===== src/hubpdc_defs.svh =====
/*
 * Offsets, field positions, reset values and sizes for the hub port
 * disable and power configuration slice.
 * Assumes it is included by its bare name from the package and modules.
 */
// Summary of operation
// - Eight-bit self-powered disable mask; bit n set disables port n, ports 1-7.
// - Separate eight-bit bus-powered disable mask with the same per-port encoding.
// - Bit 0 of both disable masks is reserved and always reads zero.
// - With re-mapping off, flagged ports are disabled and cannot be enabled by host.
// - Any port mix may be disabled; reported port count equals enabled ports.
// - Remaining active ports are renumbered contiguously for the host.
// - With internal default configuration and re-mapping off, strap pin pairs 7..1 choose disabled ports.
// - Eight-bit self-powered max power value, in 2 mA units, is stored.
// - Bit 3 of configuration byte 3 selects standard numbering or re-map mode.
`ifndef HUBPDC_DEFS_SVH
`define HUBPDC_DEFS_SVH

// Register offsets on the configuration port
`define HUBPDC_ADDR_CFG3       8'h08
`define HUBPDC_ADDR_DIS_SP     8'h0A
`define HUBPDC_ADDR_DIS_BP     8'h0B
`define HUBPDC_ADDR_MAXPWR_SP  8'h0C

// Field positions
`define HUBPDC_REMAP_BIT       3
`define HUBPDC_NPORTS          7

// Writable bits of the disable masks (bit 0 reserved) and of configuration byte 3
`define HUBPDC_DIS_WMASK       8'hFE
`define HUBPDC_CFG3_WMASK      8'h08

// Reset values
`define HUBPDC_RST_DIS_SP      8'h00
`define HUBPDC_RST_DIS_BP      8'h00
`define HUBPDC_RST_MAXPWR_SP   8'h32
`define HUBPDC_RST_CFG3        8'h00

// Max power unit in mA and the largest legal declared value
`define HUBPDC_MAXPWR_UNIT_MA  2
`define HUBPDC_MAXPWR_LIMIT_MA 100

`endif


===== src/hubpdc_pkg.sv =====
/*
 * Types shared by the hub port disable configuration modules.
 * Assumes hubpdc_defs.svh is on the include path.
 */
`include "hubpdc_defs.svh"

package hubpdc_pkg;
    typedef logic [7:0]  hubpdc_byte_t;
    typedef logic [2:0]  hubpdc_pnum_t;
    typedef logic [23:0] hubpdc_map_t;

    // Where the effective disable mask is taken from
    typedef enum logic [1:0] {
        HUBPDC_SRC_NONE,
        HUBPDC_SRC_SELF,
        HUBPDC_SRC_BUS,
        HUBPDC_SRC_STRAP
    } hubpdc_src_t;
endpackage


===== src/hubpdc_remap.sv =====
/*
 * Port count and contiguous renumbering from a per-port disable mask.
 * Purely combinational; assumes bit 0 of the mask is unused.
 */
`timescale 1ns/1ns
`default_nettype none

module hubpdc_remap
    import hubpdc_pkg::*;
(
    input  wire hubpdc_byte_t i_disable,      // Physical port disable bits
    output var  hubpdc_pnum_t o_count,        // Number of enabled ports
    output var  hubpdc_map_t  o_phys_to_log,  // Logical number per port
    output var  hubpdc_map_t  o_log_to_phys   // Physical port per number
);

    hubpdc_pnum_t prefix [0:7];
    logic  [7:0]  en;

    assign prefix[0] = 3'h0;
    assign en[0]     = 1'b0;
    assign o_phys_to_log[2:0] = 3'h0;

    // Running count of enabled ports gives each its logical number
    genvar p;
    generate
        for (p = 1; p <= 7; p++) begin : g_port
            assign en[p]     = ~i_disable[p];
            assign prefix[p] = prefix[p-1] + {2'h0, en[p]};
            assign o_phys_to_log[3*p +: 3] = en[p] ? prefix[p] : 3'h0;
        end
    endgenerate

    assign o_count = prefix[7];

    // Inverse map: logical number back to its physical port
    always_comb begin
        o_log_to_phys = '0;
        for (int l = 1; l <= 7; l++) begin
            for (int q = 1; q <= 7; q++) begin
                if (en[q] && (prefix[q] == l[2:0])) begin
                    o_log_to_phys[3*l +: 3] = q[2:0];
                end
            end
        end
    end

endmodule // hubpdc_remap

`default_nettype wire


===== src/hubpdc_top.sv =====
/*
 * Hub port disable and self-powered max power configuration slice:
 * register storage on the configuration port, strap capture, mask
 * selection and registered port maps towards the hub core.
 * Assumes a loader (serial EEPROM or SMBus slave) drives the byte port
 * in the I_CLK domain; strap and power-mode pins are asynchronous.
 */
`timescale 1ns/1ns
`default_nettype none
`include "hubpdc_defs.svh"

module hubpdc_top
    import hubpdc_pkg::*;
(
    input  wire  logic          I_CLK,            // 100 MHz system clock
    input  wire  logic          I_SRST,           // Sync reset, active high
    input  wire  logic          I_CE,             // Clock enable
    input  wire  logic [7:0]    I_CFG_ADDR,       // Config byte address
    input  wire  logic          I_CFG_WR,         // Config write strobe
    input  wire  logic [7:0]    I_CFG_WDATA,      // Config write data
    input  wire  logic          I_CFG_RD,         // Config read strobe
    output var   logic [7:0]    O_CFG_RDATA,      // Config read data
    input  wire  logic          I_SELF_POWERED,   // Pin: 1 self, 0 bus
    input  wire  logic          I_DEFAULT_CFG,    // Pin: internal default
    input  wire  logic [7:1]    I_STRAP_PLUS,     // Plus strap per port
    input  wire  logic [7:1]    I_STRAP_MINUS,    // Minus strap per port
    output var   logic [7:0]    O_PORT_ENABLED,   // Enabled physical ports
    output var   logic [2:0]    O_PORT_COUNT,     // Ports shown to host
    output var   logic [23:0]   O_PHYS_TO_LOG,    // Logical no. per port
    output var   logic [23:0]   O_LOG_TO_PHYS,    // Port per logical no.
    output var   logic [7:0]    O_MAX_POWER_SP,   // Max power, 2 mA units
    output var   logic          O_REMAP_ENABLE    // Re-map mode selected
);

    // Stored configuration
    hubpdc_byte_t sp_mask_r;
    hubpdc_byte_t bp_mask_r;
    hubpdc_byte_t maxpwr_r;
    logic         remap_r;
    hubpdc_byte_t rdata_r;

    // Pin synchronisers: {default, self, minus[7:1], plus[7:1]}
    logic [15:0]  pin_meta_r;
    logic [15:0]  pin_sync_r;
    logic         self_s;
    logic         default_s;
    logic [7:1]   plus_s;
    logic [7:1]   minus_s;

    // Selection and mapping
    hubpdc_src_t  src;
    hubpdc_byte_t strap_dis;
    hubpdc_byte_t eff_dis;
    hubpdc_byte_t en_nxt;
    hubpdc_pnum_t count_nxt;
    hubpdc_map_t  p2l_nxt;
    hubpdc_map_t  l2p_nxt;

    logic wr_sp;
    logic wr_bp;
    logic wr_pwr;
    logic wr_cfg3;

    // Reset image of configuration byte 3, so its re-map bit can be picked
    localparam hubpdc_byte_t RST_CFG3 = `HUBPDC_RST_CFG3;

    // Address decode for writes
    always_comb begin
        wr_sp   = 1'b0;
        wr_bp   = 1'b0;
        wr_pwr  = 1'b0;
        wr_cfg3 = 1'b0;
        if (I_CFG_ADDR == `HUBPDC_ADDR_DIS_SP) begin
            wr_sp = I_CFG_WR;
        end else if (I_CFG_ADDR == `HUBPDC_ADDR_DIS_BP) begin
            wr_bp = I_CFG_WR;
        end else if (I_CFG_ADDR == `HUBPDC_ADDR_MAXPWR_SP) begin
            wr_pwr = I_CFG_WR;
        end else if (I_CFG_ADDR == `HUBPDC_ADDR_CFG3) begin
            wr_cfg3 = I_CFG_WR;
        end
    end

    // Self-powered disable mask, reserved bit forced low
    always_ff @(posedge I_CLK) begin
        if (I_SRST) begin
            sp_mask_r <= `HUBPDC_RST_DIS_SP;
        end else if (I_CE && wr_sp) begin
            sp_mask_r <= I_CFG_WDATA & `HUBPDC_DIS_WMASK;
        end
    end

    // Bus-powered disable mask, reserved bit forced low
    always_ff @(posedge I_CLK) begin
        if (I_SRST) begin
            bp_mask_r <= `HUBPDC_RST_DIS_BP;
        end else if (I_CE && wr_bp) begin
            bp_mask_r <= I_CFG_WDATA & `HUBPDC_DIS_WMASK;
        end
    end

    // Self-powered max power, stored as written in 2 mA units
    always_ff @(posedge I_CLK) begin
        if (I_SRST) begin
            maxpwr_r <= `HUBPDC_RST_MAXPWR_SP;
        end else if (I_CE && wr_pwr) begin
            maxpwr_r <= I_CFG_WDATA;
        end
    end

    // Re-map enable bit of configuration byte 3
    always_ff @(posedge I_CLK) begin
        if (I_SRST) begin
            remap_r <= RST_CFG3[`HUBPDC_REMAP_BIT];
        end else if (I_CE && wr_cfg3) begin
            remap_r <= I_CFG_WDATA[`HUBPDC_REMAP_BIT];
        end
    end

    // Registered read data; unmapped addresses read zero
    always_ff @(posedge I_CLK) begin
        if (I_SRST) begin
            rdata_r <= 8'h00;
        end else if (I_CE && I_CFG_RD) begin
            if (I_CFG_ADDR == `HUBPDC_ADDR_DIS_SP) begin
                rdata_r <= sp_mask_r;
            end else if (I_CFG_ADDR == `HUBPDC_ADDR_DIS_BP) begin
                rdata_r <= bp_mask_r;
            end else if (I_CFG_ADDR == `HUBPDC_ADDR_MAXPWR_SP) begin
                rdata_r <= maxpwr_r;
            end else if (I_CFG_ADDR == `HUBPDC_ADDR_CFG3) begin
                rdata_r <= {4'h0, remap_r, 3'h0};
            end else begin
                rdata_r <= 8'h00;
            end
        end
    end

    assign O_CFG_RDATA    = rdata_r;
    assign O_MAX_POWER_SP = maxpwr_r;
    assign O_REMAP_ENABLE = remap_r;

    // Two-stage synchroniser for the asynchronous pins
    always_ff @(posedge I_CLK) begin
        if (I_SRST) begin
            pin_meta_r <= 16'h0000;
            pin_sync_r <= 16'h0000;
        end else if (I_CE) begin
            pin_meta_r <= {I_DEFAULT_CFG, I_SELF_POWERED,
                           I_STRAP_MINUS, I_STRAP_PLUS};
            pin_sync_r <= pin_meta_r;
        end
    end

    assign default_s = pin_sync_r[15];
    assign self_s    = pin_sync_r[14];
    assign minus_s   = pin_sync_r[13:7];
    assign plus_s    = pin_sync_r[6:0];

    // A port is strapped off when both pins of its pair are high
    assign strap_dis = {plus_s & minus_s, 1'b0};

    // Choose which mask disables ports
    always_comb begin
        if (remap_r) begin
            src = HUBPDC_SRC_NONE;
        end else if (default_s) begin
            src = HUBPDC_SRC_STRAP;
        end else if (self_s) begin
            src = HUBPDC_SRC_SELF;
        end else begin
            src = HUBPDC_SRC_BUS;
        end
    end

    always_comb begin
        case (src)
            HUBPDC_SRC_SELF:  eff_dis = sp_mask_r;
            HUBPDC_SRC_BUS:   eff_dis = bp_mask_r;
            HUBPDC_SRC_STRAP: eff_dis = strap_dis;
            default:          eff_dis = 8'h00;
        endcase
    end

    assign en_nxt = ~eff_dis & `HUBPDC_DIS_WMASK;

    hubpdc_remap u_remap (
        .i_disable     (eff_dis),
        .o_count       (count_nxt),
        .o_phys_to_log (p2l_nxt),
        .o_log_to_phys (l2p_nxt)
    );

    // Registered view towards the hub core
    always_ff @(posedge I_CLK) begin
        if (I_SRST) begin
            O_PORT_ENABLED <= 8'h00;
            O_PORT_COUNT   <= 3'h0;
            O_PHYS_TO_LOG  <= 24'h00_0000;
            O_LOG_TO_PHYS  <= 24'h00_0000;
        end else if (I_CE) begin
            O_PORT_ENABLED <= en_nxt;
            O_PORT_COUNT   <= count_nxt;
            O_PHYS_TO_LOG  <= p2l_nxt;
            O_LOG_TO_PHYS  <= l2p_nxt;
        end
    end

    // Checks on the stored configuration, the mask selection and the published port view
    AST_SP_BIT0_ZERO: assert property (
        @(posedge I_CLK) disable iff (I_SRST)
        sp_mask_r[0] == 1'b0
    ) else $error("self-powered mask bit 0 not zero");

    AST_BP_BIT0_ZERO: assert property (
        @(posedge I_CLK) disable iff (I_SRST)
        bp_mask_r[0] == 1'b0
    ) else $error("bus-powered mask bit 0 not zero");

    AST_SP_WRITE: assert property (
        @(posedge I_CLK) disable iff (I_SRST)
        (I_CE && I_CFG_WR && I_CFG_ADDR == `HUBPDC_ADDR_DIS_SP)
        |=> sp_mask_r == ($past(I_CFG_WDATA) & `HUBPDC_DIS_WMASK)
    ) else $error("self-powered mask write not stored");

    AST_BP_WRITE: assert property (
        @(posedge I_CLK) disable iff (I_SRST)
        (I_CE && I_CFG_WR && I_CFG_ADDR == `HUBPDC_ADDR_DIS_BP)
        |=> bp_mask_r == ($past(I_CFG_WDATA) & `HUBPDC_DIS_WMASK)
    ) else $error("bus-powered mask write not stored");

    AST_MAXPWR_WRITE: assert property (
        @(posedge I_CLK) disable iff (I_SRST)
        (I_CE && I_CFG_WR && I_CFG_ADDR == `HUBPDC_ADDR_MAXPWR_SP)
        |=> O_MAX_POWER_SP == $past(I_CFG_WDATA)
    ) else $error("max power write not stored");

    AST_DISABLED_STAY_OFF: assert property (
        @(posedge I_CLK) disable iff (I_SRST)
        I_CE |=> (O_PORT_ENABLED & $past(eff_dis)) == 8'h00
    ) else $error("disabled port shown as enabled");

    AST_COUNT_MATCHES: assert property (
        @(posedge I_CLK) disable iff (I_SRST)
        I_CE |=> O_PORT_COUNT == $countones(O_PORT_ENABLED)
    ) else $error("port count differs from enabled ports");

    AST_FIRST_IS_ONE: assert property (
        @(posedge I_CLK) disable iff (I_SRST)
        (I_CE && O_PORT_COUNT != 3'h0)
        |-> O_PHYS_TO_LOG[3*O_LOG_TO_PHYS[5:3] +: 3] == 3'h1
    ) else $error("logical port 1 not mapped back");

    AST_REMAP_ALL_ON: assert property (
        @(posedge I_CLK) disable iff (I_SRST)
        (I_CE && remap_r) |=> O_PORT_COUNT == 3'h7
    ) else $error("re-map mode did not expose all ports");

    AST_STRAP_SOURCE: assert property (
        @(posedge I_CLK) disable iff (I_SRST)
        (!remap_r && default_s) |-> eff_dis == strap_dis
    ) else $error("default configuration ignores straps");

    AST_POWER_SOURCE: assert property (
        @(posedge I_CLK) disable iff (I_SRST)
        (!remap_r && !default_s)
        |-> eff_dis == (self_s ? sp_mask_r : bp_mask_r)
    ) else $error("mask does not follow power mode");

endmodule // hubpdc_top

`default_nettype wire


===== config.mk =====
export PLATFORM = sky130hd
export DESIGN_NAME = hubpdc_top
export DESIGN_NICKNAME = d
export VERILOG_FILES = /design/src/hubpdc_pkg.sv /design/src/hubpdc_remap.sv /design/src/hubpdc_top.sv
export VERILOG_INCLUDE_DIRS = /design/src
export SDC_FILE = /design/constraint.sdc
export NUM_CORES = 1
export LEC_CHECK = 0
export ABC_AREA = 0
export BUFFER_PORTS_ARGS = -buffer_cell sky130_fd_sc_hd__buf_2
export CAP_MARGIN = 40
export CORE_MARGIN = 3
export CORE_UTILIZATION = 34
export CTS_CLUSTER_SIZE = 24
export DETAILED_ROUTE_END_ITERATION = 6
export GPL_ROUTABILITY_DRIVEN = 0
export PLACE_DENSITY_LB_ADDON = 0.3
export SLEW_MARGIN = 30
export SYNTH_ARGS = -nofsm -noshare
export SYNTH_HDL_FRONTEND = slang
export SYNTH_SLANG_ARGS = --single-unit

===== constraint.sdc =====
create_clock -name I_CLK -period 6.7 [get_ports I_CLK]
set_clock_uncertainty 0.1 [all_clocks]
set_input_delay 1.675 -clock I_CLK [delete_from_list [all_inputs] [get_ports I_CLK]]
set_output_delay 1.675 -clock I_CLK [all_outputs]
set_load 0.005 [all_outputs]

==> results of run 1 <==
[stage by stage]
| stage | cell area (um2) | total power, mW | std cells |
|---|---|---|---|
| 4_1_cts | 6470 | 1.63 | 892 |
| 3_5_place_dp | 6200 | 1.13 | 878 |
| 2_1_floorplan | 5650 | 1.02 | 609 |
| 6_report | 6470 | 1.62 | 892 |
| 3_3_place_gp | 6190 | 1.12 | 878 |
| 5_1_grt | 6470 | 1.70 | 892 |
[flip-flops by register name, summed over array words and instances, names as in the netlist]
name            flops
pin_sync_r         16
bp_mask_r           7
sp_mask_r           7
O_MAX_POWER_SP      8
pin_meta_r         16
O_REMAP_ENABLE      1
O_PORT_ENABLED      6
O_PORT_COUNT        3
O_PHYS_TO_LOG      18
O_CFG_RDATA         8
O_LOG_TO_PHYS      21
[where the power goes]
part | switching, mW | internal (mW)
clock | 0.248 | 0.252
combinational | 0.225 | 0.163
sequential | 0.0267 | 0.704
total | 0.500 | 1.12
[how the worst max path moves through the flow]
stage,start,endpoint,slack [ps],cells past startpoint
4_1_cts,pin_sync_r[15]$_SDFFE_PP0P_,O_LOG_TO_PHYS[17]$_SDFFE_PP0P_,1090,14
2_1_floorplan,pin_sync_r[15]$_SDFFE_PP0P_,O_LOG_TO_PHYS[9]$_SDFFE_PP0P_,1920,16
5_1_grt,pin_sync_r[15]$_SDFFE_PP0P_,O_LOG_TO_PHYS[17]$_SDFFE_PP0P_,710,14
3_5_place_dp,pin_sync_r[15]$_SDFFE_PP0P_,O_LOG_TO_PHYS[17]$_SDFFE_PP0P_,1150,14
6_report,pin_sync_r[15]$_SDFFE_PP0P_,O_LOG_TO_PHYS[17]$_SDFFE_PP0P_,1060,14
3_3_place_gp,pin_sync_r[15]$_SDFFE_PP0P_,O_LOG_TO_PHYS[17]$_SDFFE_PP0P_,1380,14
[final cells by class]
type                       count  area (um2)  area share, %
clock buffer                   9         225           3.48
clock inverter                 5        42.5          0.658
inverter                      19        71.3           1.10
multi-input combinational    428        3100           47.9
sequential                   111        2220           34.4
tap                          216         270           4.18
timing repair buffer         104         534           8.26
[cells in the final DEF (no fill, tap or decap), drive strengths merged, types with 6 or more instances in the layout]
| cell type | netlist | final |
|---|---|---|
| a211oi | 16 | 16 |
| nand2b | 11 | 11 |
| dfxtp | 111 | 111 |
| a311oi | 7 | 7 |
| buf | 31 | 104 |
| nand4 | 11 | 11 |
| nand2 | 36 | 36 |
| o21ai | 7 | 7 |
| a21boi | 7 | 7 |
| a2111oi | 7 | 7 |
| nand3 | 16 | 16 |
| mux2i | 66 | 66 |
| nor2 | 98 | 98 |
| inv | 19 | 21 |
| conb | 1 | 10 |
| nor3 | 12 | 12 |
| a21oi | 26 | 26 |
| o2111ai | 7 | 7 |
| ha | 17 | 17 |
| clkbuf | 20 | 9 |
| xnor2 | 7 | 7 |
| o211ai | 6 | 6 |
| a22o | 6 | 6 |
[layer usage]
| metal | part of all wire, % | wire (um) |
|---|---|---|
| met1 | 45 | 6700 |
| met2 | 47 | 7040 |
| met3 | 6.6 | 980 |
| met4 | 1.4 | 204 |
| met5 | 0 | 0 |
[kinds of logic after synthesis]
family                   after synthesis
AND/OR/NAND/NOR                      207
other                                  1
multiplexers                          67
AO/OA/AOI/OAI                        112
adder cells (fa/ha/maj)               19
flip-flops                           111
XOR/XNOR                              13
buffers and inverters                 70
[worst max-delay path, stage by stage, from the launching register on]
cell,delay (ps)
dfxtp_1,680
inv_1,280
a211oi_4,620
fa_1,610
inv_1,140
ha_1,300
fa_1,620
ha_1,400
ha_1,360
ha_1,240
xnor2_2,320
xor2_2,270
nand4_1,160
and3_1,250
a311oi_2,190
==> results.json, run 1 <==
{
  "status": "finished, final reports clean",
  "dp_slack_ps": 1150,
  "cts-root-buf": "clkbuf_16",
  "p_per_area_mw_per_mm2": 251,
  "hold_viol_final": 0,
  "hold_buffers": 0,
  "cts_resized": 0,
  "portBuffers": 102,
  "min_path_cells": 2,
  "hold_end": "O_CFG_RDATA[5]$_SDFFE_PP0P_",
  "post-synth-top-count-cell": "dfxtp_1",
  "holdCritPathClass": "register to register",
  "top_usage_layer": "met2",
  "path_clk_slew_ps": 80,
  "cts_made_buffers": 9,
  "grt_max_degree": 106,
  "grt_use_met2_pct": 26.5,
  "worst_ir_drop_vdd_mv": 0.159,
  "p_leak_nw": 2.78,
  "grt_pass1_wl_mm": 23.4,
  "antenna_cells": 0,
  "drcViolationCount": 0,
  "grt_usage_pct": 16.3,
  "drt_pass1_iterations": 4,
  "fin_tns_setup_ps": 0,
  "post-route-period-util_pct": 84.1,
  "vias": 4623,
  "n_fill_cell": 1625,
  "clock-sinks": 111,
  "core-area_mm2": 0.0160,
  "rows": 46,
  "worstSetupEndpointType": "register",
  "fin_util_pct": 40.4,
  "maxSlewHeadroom_pct": 47.5,
  "whs_ps": 352,
  "drive_above_1_share_pct": 21.6,
  "yosys.area_share.simple_pct": 17.3,
  "flow.area_growth_from_synthesis_pct": 15.2,
  "final_nets": 729,
  "cts_tree": "done",
  "period_needed_ps": 5640,
  "netlist.area_leader.share_pct": 39.6,
  "start_util_pct": 35.1,
  "setup_viol": 0,
  "use_met3_pct": 4.43,
  "synth-edff-count": 0,
  "rsz0062_at_grt": "false",
  "drt_iter0_drc": 300,
  "chipHeight_um": 134,
  "clk_latency_ps": 360,
  "globalRoute.totalOverflow": 0,
  "synth-seq-cells": 111,
  "max_cap_violations": 0,
  "synthMuxAreaShare_pct": 12.0,
  "synth-compound-area-share_pct": 16.9,
  "post-cts-setup-buffer-count": 0,
  "async_flop_share_pct": 0,
  "cp_max_fo": 18,
  "io_pins": 113,
  "yosys_most_used_dff": "dfxtp_1",
  "drtAntennaViolNets": 0,
  "die_w_um": 134,
  "cts-htree-levels": 3,
  "r2r_setup_slack_ps": 1060,
  "yosysWarnings": 0,
  "synth.yosys.seq_area_share_pct": 39.6,
  "rr_endpoint": "O_LOG_TO_PHYS[17]$_SDFFE_PP0P_",
  "dieArea_mm2": 0.0181,
  "worstReg2RegStart": "pin_sync_r[15]$_SDFFE_PP0P_",
  "maxSlewViolCount": 0,
  "wire_per_inst_um": 16.7,
  "ys_types": 73,
  "grtUsageMet1_pct": 21.8,
  "worstSetupPathType": "register to register",
  "synthXorXnorAreaFrac_pct": 3.75,
  "worstMarginPinSlew_ps": 788,
  "reg2reg_depth": 14,
  "synthCells": 600,
  "setup_ws_ps": 1060,
  "wl_mm": 14.9,
  "synth_commonest_cells": "dfxtp_1, nor2_1, mux2i_1, nand2_1, a21oi_1",
  "synth-adder-area-share_pct": 4.50,
  "synth_top_area_cell": "dfxtp_1",
  "cp-start-kind": "register",
  "synth_top_family_by_area": "simple AND/OR/NAND/NOR gates",
  "drt-vias-per-instance": 5.18,
  "synth.avg_cell_area_um2": 9.35,
  "grt_pass1_vias": 4385,
  "worstPathRequired_ps": 6860,
  "cp.arrival_ps": 5800,
  "clockBufferDepth": 2,
  "synth.area.top_cells": "dfxtp_1, mux2i_1, nor2_1",
  "hp-start": "O_CFG_RDATA[5]$_SDFFE_PP0P_",
  "fmax_mhz": 177,
  "antenna_found_initial": 0,
  "synth.cell_area_mm2": 0.00561,
  "dp_hpwl_mm": 11.1
}
Note: power is estimated with default switching activity, not from simulation.
==> inputs of run 2 (changes only) <==
==> constraint.sdc (replaced) <==
create_clock -name I_CLK -period 5.36 [get_ports I_CLK]
set_clock_uncertainty 0.1 [all_clocks]
set_input_delay 1.34 -clock I_CLK [delete_from_list [all_inputs] [get_ports I_CLK]]
set_output_delay 1.34 -clock I_CLK [all_outputs]
set_load 0.005 [all_outputs]
==> run 2 against run 1 <==
  * Via count up 1.4%
  * Sequential power up 25%
  * Highest routed layer unchanged
  * Die area unchanged
  * Largest power group unchanged
==> results.json, run 2 (synthesis gave the netlist of run 1 again) <==
{
  "combPwrFrac_pct": 23.9,
  "fin_util_pct": 40.9,
  "drt_iter0_drc": 294,
  "rsz0062_at_grt": "false",
  "drt-vias-per-instance": 5.20,
  "grt_usage_pct": 17.1,
  "antenna_cells": 0,
  "r2r_setup_slack_ps": 420,
  "worstSetupPathType": "register to register",
  "flow.area_growth_from_synthesis_pct": 16.6,
  "layout_common_cells": "dfxtp_1, buf_2, nor2_1, mux2i_1, nand2_1",
  "clockBufferDepth": 2,
  "p_switching_mw": 0.649,
  "p_per_area_mw_per_mm2": 315,
  "cp_max_fo": 6,
  "period_needed_ps": 4940,
  "min_path_cells": 2,
  "fin_tns_setup_ps": 0,
  "drive_above_1_share_pct": 22.7,
  "status": "finished, final reports clean",
  "hp-start": "O_CFG_RDATA[5]$_SDFFE_PP0P_",
  "worst_ir_drop_vdd_mv": 0.182,
  "worstPathRequired_ps": 5550,
  "grt_pass1_wl_mm": 24.5,
  "start_util_pct": 35.1,
  "worstSetupEndpointType": "register",
  "drcViolationCount": 0,
  "chipHeight_um": 134,
  "rr_endpoint": "O_LOG_TO_PHYS[9]$_SDFFE_PP0P_",
  "core-area_mm2": 0.0160,
  "setup_viol": 0,
  "wl_mm": 15.3,
  "hold_end": "O_CFG_RDATA[5]$_SDFFE_PP0P_",
  "maxSlewHeadroom_pct": 54.4,
  "largestRegisters": "O_LOG_TO_PHYS: 21 flops, O_PHYS_TO_LOG: 18 flops",
  "drt_pass1_iterations": 4,
  "clock-sinks": 111,
  "p_seq_share_pct": 44.2,
  "netSwitchingFraction_pct": 31.5,
  "globalRoute.totalOverflow": 0,
  "dp_hpwl_mm": 11.4,
  "wire_per_inst_um": 16.9,
  "hold_buffers": 0,
  "hold_viol_final": 0,
  "cts-root-buf": "clkbuf_16",
  "worstMarginPinSlew_ps": 683,
  "reg2reg_depth": 16,
  "holdCritPathClass": "register to register",
  "largest_reg_flops": 21,
  "maxSlewViolCount": 0,
  "regMostFlops": "O_LOG_TO_PHYS",
  "intPower_mw": 1.41,
  "n_fill_cell": 1649,
  "grt_pass1_vias": 4572,
  "io_pins": 113,
  "cts_made_buffers": 9,
  "vias": 4688,
  "p_leak_nw": 2.84,
  "cp-start-kind": "register",
  "antenna_found_initial": 0,
  "clkPwrFrac_pct": 31.9,
  "dieArea_mm2": 0.0181,
  "fmax_mhz": 202,
  "final_nets": 737,
  "path_clk_slew_ps": 80,
  "worstReg2RegStart": "pin_sync_r[14]$_SDFFE_PP0P_",
  "drtAntennaViolNets": 0,
  "cp.arrival_ps": 5130,
  "rows": 46,
  "clk_latency_ps": 360,
  "final_common_cell": "dfxtp_1",
  "die_w_um": 134,
  "portBuffers": 102,
  "cts-htree-levels": 3,
  "grt_max_degree": 57,
  "cts_tree": "done",
  "post-route-period-util_pct": 92.3,
  "max_cap_violations": 0
}
-- run 2: cell types whose count changed in the layout (fill, tap and decap cells not counted) --
cell	before	now
inv_8	0	1
a211oi_4	2	1
clkinv_4	2	0
buf_4	3	11
clkinv_8	0	1
a211oi_2	3	4
buf_8	0	1
clkinv_2	0	1
clkinvlp_4	1	2
buf_6	1	0
-- run 2: worst max-delay path, stage by stage (launching register included) --
cell and delay, ps:
dfxtp_1 390, buf_4 190, mux2i_1 280, o21a_1 150, nor2_1 70, fa_1 650
inv_1 110, ha_1 270, fa_1 500, ha_1 360, ha_1 370, ha_1 240
xnor2_2 320, xnor2_4 190, a41oi_2 160, a311o_1 380, a21oi_1 140
-- run 2: final cells by class --
class	instances	area, um2	share of cell area, %
clock buffer	9	225	3.44
clock inverter	7	65.1	0.994
inverter	19	71.3	1.09
multi-input combinational	428	3090	47.3
sequential	111	2220	34.0
tap	216	270	4.13
timing repair buffer	112	598	9.14
-- run 2: per-stage QoR --
step,hold slack [ps],worst slack [ps],power [mW],instances,instance area [um2]
after detailed placement,346,306,1.42,884,6230
after CTS,357,206,2.08,900,6520
after global placement,345,520,1.41,884,6230
after global routing,374,139,2.17,902,6550
after floorplan,348,582,1.27,609,5650
final,353,415,2.06,902,6550
-- run 2: worst max path at each step --
stage / start / endpoint / slack [ps] / depth (start not counted)
2_1_floorplan: pin_sync_r[15]$_SDFFE_PP0P_ / O_LOG_TO_PHYS[9]$_SDFFE_PP0P_ / 580 / 16
3_3_place_gp: pin_sync_r[15]$_SDFFE_PP0P_ / O_LOG_TO_PHYS[17]$_SDFFE_PP0P_ / 520 / 14
3_5_place_dp: pin_sync_r[15]$_SDFFE_PP0P_ / O_LOG_TO_PHYS[9]$_SDFFE_PP0P_ / 310 / 14
4_1_cts: pin_sync_r[15]$_SDFFE_PP0P_ / O_LOG_TO_PHYS[9]$_SDFFE_PP0P_ / 210 / 14
5_1_grt: pin_sync_r[14]$_SDFFE_PP0P_ / O_LOG_TO_PHYS[17]$_SDFFE_PP0P_ / 140 / 16
6_report: pin_sync_r[14]$_SDFFE_PP0P_ / O_LOG_TO_PHYS[9]$_SDFFE_PP0P_ / 420 / 16
-- run 2: power by group through the flow --
stage | clock [mW] | sequential, mW | combinational, mW
detailed placement | 0 | 0.931 | 0.490
finish | 0.658 | 0.911 | 0.494
global placement | 0 | 0.930 | 0.482
floorplan | 0 | 0.928 | 0.346
global route | 0.706 | 0.919 | 0.541
CTS | 0.679 | 0.912 | 0.493
-- run 2: routing by layer --
layer | wire, um | up-vias | GRT usage, % | part of all wire [%]
met4 | 197 | 0 | 5.37 | 1.3
met1 | 6830 | 2219 | 22.7 | 45
met5 | 0 | - | 0 | 0
met3 | 986 | 20 | 4.17 | 6.4
li1 | - | 2289 | - | -
met2 | 7270 | 160 | 27.5 | 48
-- run 2: what timing repair did --
action,in CTS,in global routing
setup buffers,0,1
gates resized for setup,0,0
setup endpoints to repair,0,7
==> inputs of run 3 (changes only) <==
--- a/config.mk
+++ b/config.mk
@@ -18,4 +18,5 @@
 export SLEW_MARGIN = 30
 export SYNTH_ARGS = -nofsm -noshare
 export SYNTH_HDL_FRONTEND = slang
+export SYNTH_HIERARCHICAL = 1
 export SYNTH_SLANG_ARGS = --single-unit
==> run 3 against run 2 <==
  * Clock power grew 81%
  * Via count grew 5.2%
  * Worst setup slack gained 92 ps
  * First-iteration DRC count grew 4.8%
  * Combinational power shrank 68%
  * Worst hold slack lost 5.0 ps
  * Cell area grew 13%
  * Sequential cell count grew 10
  * Cell count grew 12%
  * Critical endpoint is now O_LOG_TO_PHYS[18]$_SDFFE_PP0P_
  * Largest power group is now the clock network
  * Highest routed layer unchanged
==> results.json, run 3 <==
{
  "use_met3_pct": 5.12,
  "fin_area_mm2": 0.00737,
  "p_seq_share_pct": 41.5,
  "netSwitchingFraction_pct": 23.2,
  "combPwrFrac_pct": 6.9,
  "worstSetupPathType": "register to register",
  "wire_per_inst_um": 15.3,
  "die_w_um": 140,
  "worst_ir_drop_vdd_mv": 0.230,
  "cts_resized": 0,
  "grt_pass1_wl_mm": 24.9,
  "clk_latency_ps": 420,
  "hp-start": "O_CFG_RDATA[0]$_SDFFE_PP0P_",
  "fmax_mhz": 206,
  "period_needed_ps": 4850,
  "cts-htree-levels": 4,
  "final_common_cell": "nor2_1",
  "rows": 48,
  "start_util_pct": 34.9,
  "path_cells": "mux2i_1 -> o21a_1 -> nor2_1 -> fa_1 -> inv_1 -> ha_1 -> ha_1 -> ha_1 -> ha_1 -> ha_1 -> nor4bb_1 -> o211ai_1 -> a32oi_1 -> nor2_1 -> o22ai_1 -> mux2i_1 -> nor2_1",
  "dp_hpwl_mm": 11.6,
  "cp_max_fo": 8,
  "grt_max_degree": 61,
  "top_usage_layer": "met2",
  "wl_mm": 15.4,
  "post-cts-setup-buffer-count": 0,
  "portBuffers": 111,
  "chipHeight_um": 140,
  "clkPwrFrac_pct": 51.6,
  "post-synth-top-count-cell": "nor2_1",
  "synth.area.top_cells": "dfxtp_1, mux2i_1, nor2_1",
  "p_per_area_mw_per_mm2": 312,
  "cts-root-buf": "clkbuf_16",
  "final_nets": 824,
  "p_switching_mw": 0.534,
  "drcViolationCount": 0,
  "dieArea_mm2": 0.0195,
  "io_pins": 113,
  "vias": 4933,
  "path_clk_slew_ps": 60,
  "drt-vias-per-instance": 4.90,
  "max_cap_violations": 0,
  "cp_slowest_cell": "fa_1",
  "startpoint": "pin_sync_r[14]$_SDFFE_PP0P_",
  "grt_pass1_vias": 4755,
  "grtUsageMet1_pct": 20.9,
  "synth_top_area_cell": "dfxtp_1",
  "yosysWarnings": 6,
  "hold_viol_final": 0,
  "cp_common_cell": "ha_1",
  "worstSetupEndpointType": "register",
  "n_fill_cell": 1767,
  "clock-sinks": 121,
  "ys_types": 64,
  "synth.yosys.seq_area_share_pct": 39.8,
  "max_stage_delay_ps": 640,
  "cp-start-kind": "register",
  "synth.cell_area_mm2": 0.00608,
  "worstMarginPinSlew_ps": 665,
  "globalRoute.totalOverflow": 0,
  "post-route-period-util_pct": 90.5,
  "layout_common_cells": "nor2_1, dfxtp_1, buf_2, mux2i_1, o21ai_0",
  "fin_tns_setup_ps": 0,
  "worstPathRequired_ps": 5610,
  "core-area_mm2": 0.0174,
  "placed_area_mm2": 0.00675,
  "flow.area_growth_from_synthesis_pct": 21.2,
  "synth_commonest_cells": "nor2_1, dfxtp_1, mux2i_1, o21ai_0",
  "clockBufferDepth": 2,
  "synth-seq-cells": 121,
  "antenna_found_initial": 0,
  "whs_ps": 348,
  "maxSlewViolCount": 0,
  "cts_made_buffers": 17,
  "cp.arrival_ps": 5100,
  "maxSlewHeadroom_pct": 55.4,
  "netlist.area_leader.share_pct": 39.8,
  "synthCells": 671,
  "drtAntennaViolNets": 0,
  "hold_buffers": 0,
  "intPower_mw": 1.77,
  "grt_use_met2_pct": 24.9,
  "dp_slack_ps": 530,
  "grt_usage_pct": 16.0,
  "drt_pass1_iterations": 4,
  "synth.avg_cell_area_um2": 9.06,
  "total_power_mw": 2.30,
  "setup_viol": 0,
  "largestRegisters": "O_LOG_TO_PHYS: 24 flops, O_PHYS_TO_LOG: 24 flops",
  "async_flop_share_pct": 0,
  "setup_ws_ps": 507,
  "status": "finished, final reports clean",
  "cts_tree": "done",
  "synth-edff-count": 0,
  "drt_iter0_drc": 308,
  "drive_above_1_share_pct": 20.8,
  "worstReg2RegStart": "pin_sync_r[14]$_SDFFE_PP0P_",
  "yosys_most_used_dff": "dfxtp_1",
  "p_leak_nw": 3.26,
  "antenna_cells": 0,
  "rsz0062_at_grt": "false",
  "holdCritPathClass": "register to register"
}
==> run 3: cell types whose count changed after synthesis, moves of 9 or more <==
cell	change
mux2i_1	+37
a21oi_1	-17
o21ai_0	+30
o22ai_1	+9
nand3b_1	+14
dfxtp_1	+10
nor2_1	+36
a211oi_1	-9
nand2_1	-14
==> run 3: final timing paths <==
check | end | slack, ps | cells after the start
setup / recovery | O_LOG_TO_PHYS[18]$_SDFFE_PP0P_ | 510 | 17
hold / removal | O_CFG_RDATA[0]$_SDFFE_PP0P_ | 350 | 2
setup reg to reg | O_LOG_TO_PHYS[18]$_SDFFE_PP0P_ | 510 | 17
hold reg to reg | O_CFG_RDATA[0]$_SDFFE_PP0P_ | 350 | 2
==> run 3: cell type report <==
type | count | area (um2) | share of cell area (%)
Multi-Input combinational cell | 492 | 3360 | 45.6
Sequential cell | 121 | 2420 | 32.9
Timing Repair Buffer | 118 | 613 | 8.32
Clock buffer | 20 | 457 | 6.19
Tap cell | 225 | 282 | 3.82
Clock inverter | 12 | 164 | 2.22
Inverter | 19 | 71.3 | 0.967
==> run 3: cells by family (layout without fill, tap and decap cells) <==
| family | Yosys count | in the layout | synth area share (%) |
|---|---|---|---|
| AND/OR/NAND/NOR | 246 | 246 | 19.6 |
| XOR/XNOR | 16 | 16 | 3.46 |
| adder cells (fa/ha/maj) | 18 | 18 | 3.95 |
| buffers and inverters | 66 | 169 | 5.35 |
| multiplexers | 105 | 105 | 17.3 |
| other | 2 | 10 | 0.124 |
| AO/OA/AOI/OAI | 97 | 97 | 10.4 |
| flip-flops | 121 | 121 | 39.8 |
==> run 3: per-stage QoR <==
stage / instances / utilization (%)
4_1_cts: 1007 / 42.3
5_1_grt: 1007 / 42.3
3_5_place_dp: 975 / 38.8
3_3_place_gp: 975 / 38.8
2_1_floorplan: 679 / -
6_report: 1007 / 42.3
==> run 3: worst max-delay path: cells and delay by family (launching register included) <==
family                   cells  cell delay, ps
AND/OR/NAND/NOR              4             760
flip-flops                   1             580
AO/OA/AOI/OAI                4             630
buffers and inverters        1              80
adder cells (fa/ha/maj)      6            2250
multiplexers                 2             360
==> run 3: power by group through the flow <==
stage / combinational, mW / sequential (mW) / clock [mW]
floorplan: 0.106 / 0.972 / 0
global route: 0.180 / 0.959 / 1.26
global placement: 0.161 / 0.974 / 0
CTS: 0.164 / 0.955 / 1.22
detailed placement: 0.163 / 0.975 / 0
finish: 0.160 / 0.955 / 1.19
==> run 3: metal layers <==
metal / up-vias / part of all wire [%] / wire length [um]
met2: 116 / 47 / 7160
met5: - / 0 / 0
met3: 22 / 6.0 / 924
met4: 0 / 1.5 / 232
li1: 2523 / - / -
met1: 2272 / 46 / 7070
